<file path="src/rtl/dwc_consts.svh">
`ifndef DWC_CONSTS_SVH
`define DWC_CONSTS_SVH
// register addresses
`define DWC_ADDR_NV         24'h000005
`define DWC_ADDR_VOL        24'h070005
// field positions
`define DWC_DRV_HI          7
`define DWC_DRV_LO          5
`define DWC_SLEEP_BIT       2
`define DWC_RSV3_BIT        3
// factory value of the register: 45 ohm, standby, bit 3 set
`define DWC_FACTORY         8'h08
// mask of host-writable bits and forced-one bits
`define DWC_WR_MASK         8'hE4
`define DWC_FORCE_ONE       8'h08
// timing, in ns, and derived cycle counts at 25 ns
`define DWC_CLK_NS          25
`define DWC_WAKE_PULSE_NS   100
`define DWC_WAKE_CYC        ((`DWC_WAKE_PULSE_NS + `DWC_CLK_NS - 1) / `DWC_CLK_NS)
`define DWC_EXIT_NS         10000
`define DWC_EXIT_CYC        ((`DWC_EXIT_NS + `DWC_CLK_NS - 1) / `DWC_CLK_NS)
`endif

</file>
<file path="src/rtl/dwc_pkg.sv">
package dwc_pkg;
   // power state of the device
   typedef enum logic [1:0]
   {
      DWC_RESET   = 2'b00,
      DWC_STANDBY = 2'b01,
      DWC_SLEEP   = 2'b10,
      DWC_WAKING  = 2'b11
   } dwc_power_e;
endpackage

</file>
<file path="src/rtl/dwc_sync_if.sv">
`timescale 1ns/1ps
// carries synchronised pin levels from the synchroniser to the top
interface dwc_sync_if;
   logic csHigh;   // chip select deasserted, synchronised
   logic rstPinN;  // hardware reset pin, synchronised, active low
   modport src (output csHigh, output rstPinN);
   modport dst (input csHigh, input rstPinN);
endinterface

</file>
<file path="src/rtl/dwc_sync.sv">
`timescale 1ns/1ps
// =====================================================
// two-flop synchroniser for the asynchronous pins
module dwc_sync
(
   input  wire logic ref_clk,
   input  wire logic rst_n,
   input  wire logic csPinN,
   input  wire logic hwResetPinN,
   dwc_sync_if.src   syncOut
);
   logic [1:0] stage1_ff;      // first stage, read only by stage 2
   logic [1:0] stage2_ff;      // second stage
   logic [1:0] nxt_stage1;
   logic [1:0] nxt_stage2;

   // next values: shift pins through
   always_comb
   begin
      nxt_stage1 = {csPinN, hwResetPinN};
      nxt_stage2 = stage1_ff;
   end

   // reset to idle levels: cs high, reset pin released
   always_ff @(posedge ref_clk or negedge rst_n)
   begin
      if (!rst_n)
      begin
         stage1_ff <= 2'h3;
         stage2_ff <= 2'h3;
      end
      else
      begin
         stage1_ff <= nxt_stage1;
         stage2_ff <= nxt_stage2;
      end
   end

   assign syncOut.csHigh  = stage2_ff[1];
   assign syncOut.rstPinN = stage2_ff[0];
endmodule // dwc_sync

</file>
<file path="src/rtl/dwc_config_reg.sv">
`timescale 1ns/1ps
`include "dwc_consts.svh"
// Behaviour
// - three-bit select sets output drive impedance
// - factory default select is 45 ohm
// - sleep bit set, cs high: reset from power-on or standby ends in deep sleep
// - sleep bit clear: reset ends in standby
// - hibernate exit obeys same sleep choice
// - cs pulse or reset pin wakes after exit time
// - wake pulse uses chip select only
// - software reset from standby or sleep always ends in standby
// - bits 4,1,0 read zero, bit 3 one
// - drive select and sleep bit are read-write
// - write at volatile address; read back contents
module dwc_config_reg
(
   input  wire logic       ref_clk,
   input  wire logic       rst_n,          // power-on reset
   input  wire logic       csPinN,         // chip select pin, async
   input  wire logic       hwResetPinN,    // hardware reset pin, async
   input  wire logic       busResetReq,    // bus-signalled reset, decoder pulse
   input  wire logic       softResetReq,   // software reset, decoder pulse
   input  wire logic       hibernateExit,  // hibernate exit, decoder pulse
   input  wire logic       wrStrobe,       // any-register write, decoder pulse
   input  wire logic [23:0] wrAddr,        // register address of the write
   input  wire logic [7:0] wrData,         // data byte of the write
   input  wire logic [7:0] nvImage,        // nonvolatile copy contents
   output logic      [7:0] rdData,         // register contents for reads
   output logic      [2:0] driveStrengthSelect, // pad drive select
   output logic            deepSleep,      // device in deepest sleep state
   output logic            standby         // device in standby
);
   // =====================================================
   // synchronised pins
   dwc_sync_if syncBus ();

   dwc_sync u_sync
   (
      .ref_clk     (ref_clk),
      .rst_n       (rst_n),
      .csPinN      (csPinN),
      .hwResetPinN (hwResetPinN),
      .syncOut     (syncBus.src)
   );

   // =====================================================
   // state
   localparam int WAKE_CYC = `DWC_WAKE_CYC;
   localparam int EXIT_CYC = `DWC_EXIT_CYC;

   logic [7:0]              cfg_ff;          // volatile register copy
   logic [7:0]              nxt_cfg;
   dwc_pkg::dwc_power_e     pwr_ff;          // power state
   dwc_pkg::dwc_power_e     nxt_pwr;
   logic [13:0]             cnt_ff;          // pulse / exit counter
   logic [13:0]             nxt_cnt;
   logic                    rstPinD_ff;      // previous reset pin level
   logic                    nxt_rstPinD;
   logic                    pulseOk_ff;      // cs low long enough
   logic                    nxt_pulseOk;
   logic [7:0]              rdData_ff;
   logic [7:0]              nxt_rdData;
   logic                    deep_ff;
   logic                    nxt_deep;
   logic                    stby_ff;
   logic                    nxt_stby;
   logic                    hwResetLow;      // reset pin held low
   logic                    hwResetRise;     // reset pin just released
   logic                    hwResetDone;     // any hardware reset completes

   assign hwResetLow  = !syncBus.rstPinN;
   assign hwResetRise = syncBus.rstPinN && !rstPinD_ff;
   assign hwResetDone = hwResetRise || busResetReq;

   // sanitise a byte: keep writable bits, force reserved values
   function automatic logic [7:0] clean(input logic [7:0] v);
      clean = (v & `DWC_WR_MASK) | `DWC_FORCE_ONE;
   endfunction

   // =====================================================
   // next-state logic
   always_comb
   begin
      nxt_cfg     = cfg_ff;
      nxt_pwr     = pwr_ff;
      nxt_cnt     = cnt_ff;
      nxt_pulseOk = pulseOk_ff;
      nxt_rstPinD = syncBus.rstPinN;
      // reload from nonvolatile copy on hardware reset
      if (hwResetLow || busResetReq)
         nxt_cfg = clean(nvImage);
      else if (wrStrobe && wrAddr == `DWC_ADDR_VOL)
         nxt_cfg = clean(wrData);
      unique case (pwr_ff)
         dwc_pkg::DWC_RESET:
         begin
            // first cycle after power-on: copy loaded, pick state
            nxt_cfg = clean(nvImage);
            nxt_pwr = (nvImage[`DWC_SLEEP_BIT] && syncBus.csHigh) ?
                      dwc_pkg::DWC_SLEEP : dwc_pkg::DWC_STANDBY;
         end
         dwc_pkg::DWC_STANDBY, dwc_pkg::DWC_SLEEP:
         begin
            // wake pulse timed from cs alone; clock and data ignored
            if (pwr_ff == dwc_pkg::DWC_SLEEP && !syncBus.csHigh)
            begin
               // the last low cycle of the width sets the flag, so an exact-width pulse wakes
               if (cnt_ff < 14'(WAKE_CYC - 1))
                  nxt_cnt = cnt_ff + 14'h1;
               else
                  nxt_pulseOk = 1'b1;
            end
            else
               nxt_cnt = '0;
            if (pwr_ff == dwc_pkg::DWC_SLEEP && syncBus.csHigh && pulseOk_ff)
            begin
               nxt_pwr     = dwc_pkg::DWC_WAKING;
               nxt_cnt     = '0;
               nxt_pulseOk = 1'b0;
            end
            if (softResetReq)
            begin
               nxt_pwr = dwc_pkg::DWC_STANDBY;
               nxt_cnt = '0;
               nxt_pulseOk = 1'b0;
            end
            else if (hwResetDone || hibernateExit)
            begin
               // sleep choice uses the copy being loaded now
               nxt_pwr = (nxt_cfg[`DWC_SLEEP_BIT] && syncBus.csHigh) ?
                         dwc_pkg::DWC_SLEEP : dwc_pkg::DWC_STANDBY;
               nxt_cnt = '0;
               nxt_pulseOk = 1'b0;
            end
            else if (pwr_ff == dwc_pkg::DWC_SLEEP && hwResetLow)
            begin
               nxt_pwr = dwc_pkg::DWC_WAKING;
               nxt_cnt = '0;
            end
         end
         dwc_pkg::DWC_WAKING:
         begin
            // exit time elapses before standby
            if (cnt_ff >= 14'(EXIT_CYC - 1))
            begin
               nxt_pwr = dwc_pkg::DWC_STANDBY;
               nxt_cnt = '0;
            end
            else
               nxt_cnt = cnt_ff + 14'h1;
         end
      endcase
      nxt_rdData = nxt_cfg;
      nxt_deep   = (nxt_pwr == dwc_pkg::DWC_SLEEP);
      nxt_stby   = (nxt_pwr == dwc_pkg::DWC_STANDBY);
   end

   // =====================================================
   // registers; factory value until first load
   always_ff @(posedge ref_clk or negedge rst_n)
   begin
      if (!rst_n)
      begin
         cfg_ff     <= `DWC_FACTORY;
         pwr_ff     <= dwc_pkg::DWC_RESET;
         cnt_ff     <= '0;
         rstPinD_ff <= 1'b1;
         pulseOk_ff <= 1'b0;
         rdData_ff  <= `DWC_FACTORY;
         deep_ff    <= 1'b0;
         stby_ff    <= 1'b0;
      end
      else
      begin
         cfg_ff     <= nxt_cfg;
         pwr_ff     <= nxt_pwr;
         cnt_ff     <= nxt_cnt;
         rstPinD_ff <= nxt_rstPinD;
         pulseOk_ff <= nxt_pulseOk;
         rdData_ff  <= nxt_rdData;
         deep_ff    <= nxt_deep;
         stby_ff    <= nxt_stby;
      end
   end

   // outputs straight from flops; the select drives pad impedance
   assign rdData              = rdData_ff;
   assign driveStrengthSelect = rdData_ff[`DWC_DRV_HI:`DWC_DRV_LO];
   assign deepSleep           = deep_ff;
   assign standby             = stby_ff;
endmodule // dwc_config_reg

</file>
<file path="config.mk">
export PLATFORM = sky130hd
export DESIGN_NAME = dwc_config_reg
export DESIGN_NICKNAME = d
export VERILOG_FILES = /design/src/rtl/dwc_pkg.sv /design/src/rtl/dwc_sync_if.sv /design/src/rtl/dwc_sync.sv /design/src/rtl/dwc_config_reg.sv
export VERILOG_INCLUDE_DIRS = /design/src /design/src/rtl
export SDC_FILE = /design/constraint.sdc
export NUM_CORES = 1
export LEC_CHECK = 0
export BUFFER_PORTS_ARGS = -buffer_cell sky130_fd_sc_hd__buf_4
export CORE_ASPECT_RATIO = 0.8
export CORE_MARGIN = 2
export CORE_UTILIZATION = 50
export DETAILED_ROUTE_END_ITERATION = 7
export PLACE_DENSITY_LB_ADDON = 0.1
export SLEW_MARGIN = 20
export SYNTH_ARGS = -nofsm -noshare
export SYNTH_HDL_FRONTEND = slang
export SYNTH_SLANG_ARGS = --single-unit
</file>
<file path="constraint.sdc">
create_clock -name ref_clk -period 2.6 [get_ports ref_clk]
set_clock_uncertainty 0.2 [all_clocks]
set_input_delay 0.52 -clock ref_clk [delete_from_list [all_inputs] [get_ports ref_clk]]
set_output_delay 0.52 -clock ref_clk [all_outputs]
set_load 0.02 [all_outputs]
</file>
==> flow_summary.yaml <==
run_status:
  outcome: "finished, final reports clean"
layout:
  final-seq-area_um2: 733.2
  area_growth_pct: 28.35
  antenna_cells: 0
  num-fill-cells: 273
  multi_input_area_um2: 991.0
  mostFrequentLayoutCells: "buf_4, dfrtp_1, nor2_1, a211o_1, a22o_1"
  drive_above_1_share_pct: 31.97
  final_common_cell: "buf_4"
  finalInstanceArea_um2: 2322
  nets: 295
route:
  routedWlPerCell_um: 15.71
  firstDrtPassIters: 4
  drc: 0
  wirelength_um: 4492
  drt_iter0_markers: 113
  vias: 1717
  vias_per_cell: 6.003
  ant_nets: 0
grt:
  grt_usage_pct: 24.54
  antenna_found_initial: 0
  grt-ovfl-total: 0
  grt_max_degree: 30
  grt_pass1_vias: 1660
  grt_pass1_wl_um: 7769
timing:
  tightest_slew_ns: 0.8138
  setup_violations: 0
  period_share_pct: 95.24
  slew_viol_final: 0
  fmax_mhz: 403.8
  hold_viol: 0
  period_minus_slack_ns: 2.476
  relSlewSlack_pct: 45.75
  finalSetupTns_ns: 0
  rsz0062_at_grt: "no"
  whs_ns: 0.1461
placed_design:
  hpwl_um: 3346
  portBuffers: 49
  place.gp.congestion: 0.9121
  placed_cell_area_um2: 2202
yosys:
  async_reset_ff_share_pct: 100.0
  synth-seq-area-share_pct: 40.53
  syn_avg_cell_area_um2: 9.573
  yosys.cell_types.count: 54
  yosys_warnings: 0
  syn_inst: 189
  synth_seq_cells: 29
  syn_area_um2: 1809
  synth-edff-count: 0
  synthFlopType: "dfrtp_1"
run:
  maxCapViolCount: 0
clock_tree:
  cts.path.max_buffers: 2
  root_buffer: "clkbuf_8"
  cts_sinks: 29
  cts_tree: "done"
  post_cts_buffers: 0
  clk_pin_slew_ns: 0.07
  numCtsBuffers: 5
  htreeDepth: 2
  clk_latency_ns: 0.28
worst_setup_path:
  startpoint_type: "flip-flop"
  worstSetupPathType: "flip-flop to flip-flop"
  cp.required_ns: 2.57
  cp_data_arrival_time_ns: 2.44
  cp-end-kind: "flip-flop"
  cp_max_fo: 14
floorplanning:
  dieArea_um2: 4119
  die_x_um: 71.26
  rows: 19
  ios: 61
  coreArea_um2: 3447
  initial_utilization_pct: 52.49
  die-height_um: 57.80
pwr:
  ir_worst_vdd_mv: 0.4445
  p_leak_uw: 0.001110
  power.density_nw_per_um2: 719.1
  clkPwrFrac_pct: 26.9
  internal_power_uw: 1098
  switchingPower_uw: 571.9
  switching_share_pct: 34.24
  combPwrFrac_pct: 39.8
  seqPwrFrac_pct: 33.3
hold_path:
  hold_class: "input pin to flip-flop"
==> logic make-up after synthesis <==
group                      after synthesis  share of synthesized area [%]
buffers and inverters                   15                          5.255
other                                    1                         0.2073
AOI/OAI and AO/OA                       53                          23.58
adders and majority gates                4                          2.766
muxes                                    5                          2.835
and+or+nand+nor                         82                          24.83
DFF                                     29                          40.53
==> Yosys cell counts, types with 2 or more instances <==
cell       n  area, µm²
nor3_1     4      20.02
clkbuf_1   2      7.510
and2_1     2      12.51
or2_1      3      18.77
inv_1      4      15.01
nor2_1    21      78.83
o21a_1     2      15.01
nor4_1     2      12.51
a21oi_1    7      35.03
a22o_1    11      96.34
or2_2      4      25.02
nand2b_1   2      12.51
mux2i_1    4      40.04
a31oi_1    2      12.51
buf_4      6      45.04
nor2b_1    3      18.77
nand4_1    4      25.02
dfrtp_1   23      575.6
ha_1       4      50.05
nand2_1   10      37.54
buf_6      2      22.52
or4_1      3      22.52
a211o_1   11      96.34
nand3_1    9      45.04
o21ai_1    2      10.01
dfstp_2    6      157.7
and3_1     2      12.51
o31ai_1    2      15.01
nor4bb_1   2      20.02
or3_1      3      18.77
o21ai_0    4      20.02
==> worst max-delay path, cell delays in order (launching register included) <==
cell and delay (ns):
dfrtp_1 0.42, ha_1 0.25, or4_1 0.49, nor2_2 0.17, a311oi_4 0.12, buf_4 0.21
or2_1 0.25, mux2_2 0.27
==> cell type report <==
class	instances	share of cell area, %
clock buffers	6	3.125
flip-flops and latches	29	31.57
clock inverters	2	1.509
multi-input cells	147	42.67
well taps	42	2.263
repair buffers	56	18.21
inverters	4	0.6466
==> per-stage QoR <==
stage                     cells  worst slack, ns  total power [µW]  utilization [%]
after floorplan             191           0.2590              1015                -
after global placement      277           0.1204              1179            63.88
after detailed placement    277          0.08690              1220            63.88
after CTS                   286          0.08172              1677            67.30
after global routing        286          0.03057              1776            67.37
final                       286           0.1237              1670            67.37
==> per-layer routing <==
layer  up-vias  GRT usage (%)  part of all wire (%)
met4         0          8.356                   1.9
met5         -              0                     0
li1        815              -                     -
met1       830          31.85                    46
met3        12          6.957                   6.1
met2        60          39.81                    46
==> final timing paths <==
kind	start	endpoint	slack, ns	cells past startpoint
min in group asynchronous	rst_n	pwr_ff[1]	0.50	2
hold reg to reg	u_sync.nxt_stage2[1]	u_sync.stage2_ff[1]	0.16	0
max in group asynchronous	rst_n	rstPinD_ff	1.39	2
hold / removal	hwResetPinN	u_sync.nxt_stage2[0]	0.15	1
setup reg to reg	cnt_ff[0]	cnt_ff[0]	0.12	7
setup / recovery	cnt_ff[0]	cnt_ff[0]	0.12	7
==> power groups by stage <==
stage / clock (µW) / combinational, µW / sequential (µW)
2_1_floorplan: 0 / 432 / 583
3_3_place_gp: 0 / 623 / 557
3_5_place_dp: 0 / 657 / 563
4_1_cts: 459 / 661 / 556
5_1_grt: 484 / 729 / 563
6_report: 449 / 665 / 556
==> state kept, by name (all words and copies together) (netlist names) <==
signal             count
cnt_ff                14
rdData                 5
pwr_ff                 2
u_sync.nxt_stage2      2
u_sync.stage2_ff       2
deepSleep              1
pulseOk_ff             1
rstPinD_ff             1
standby                1
==> repair_timing <==
item / in CTS / in global routing
endpoints found under the setup margin: 0 / 5
hold buffers: 1 / 0
resized for setup: 0 / 1
hold endpoints to repair: 23 / 0
Note: power is estimated with default switching activity, not from simulation.
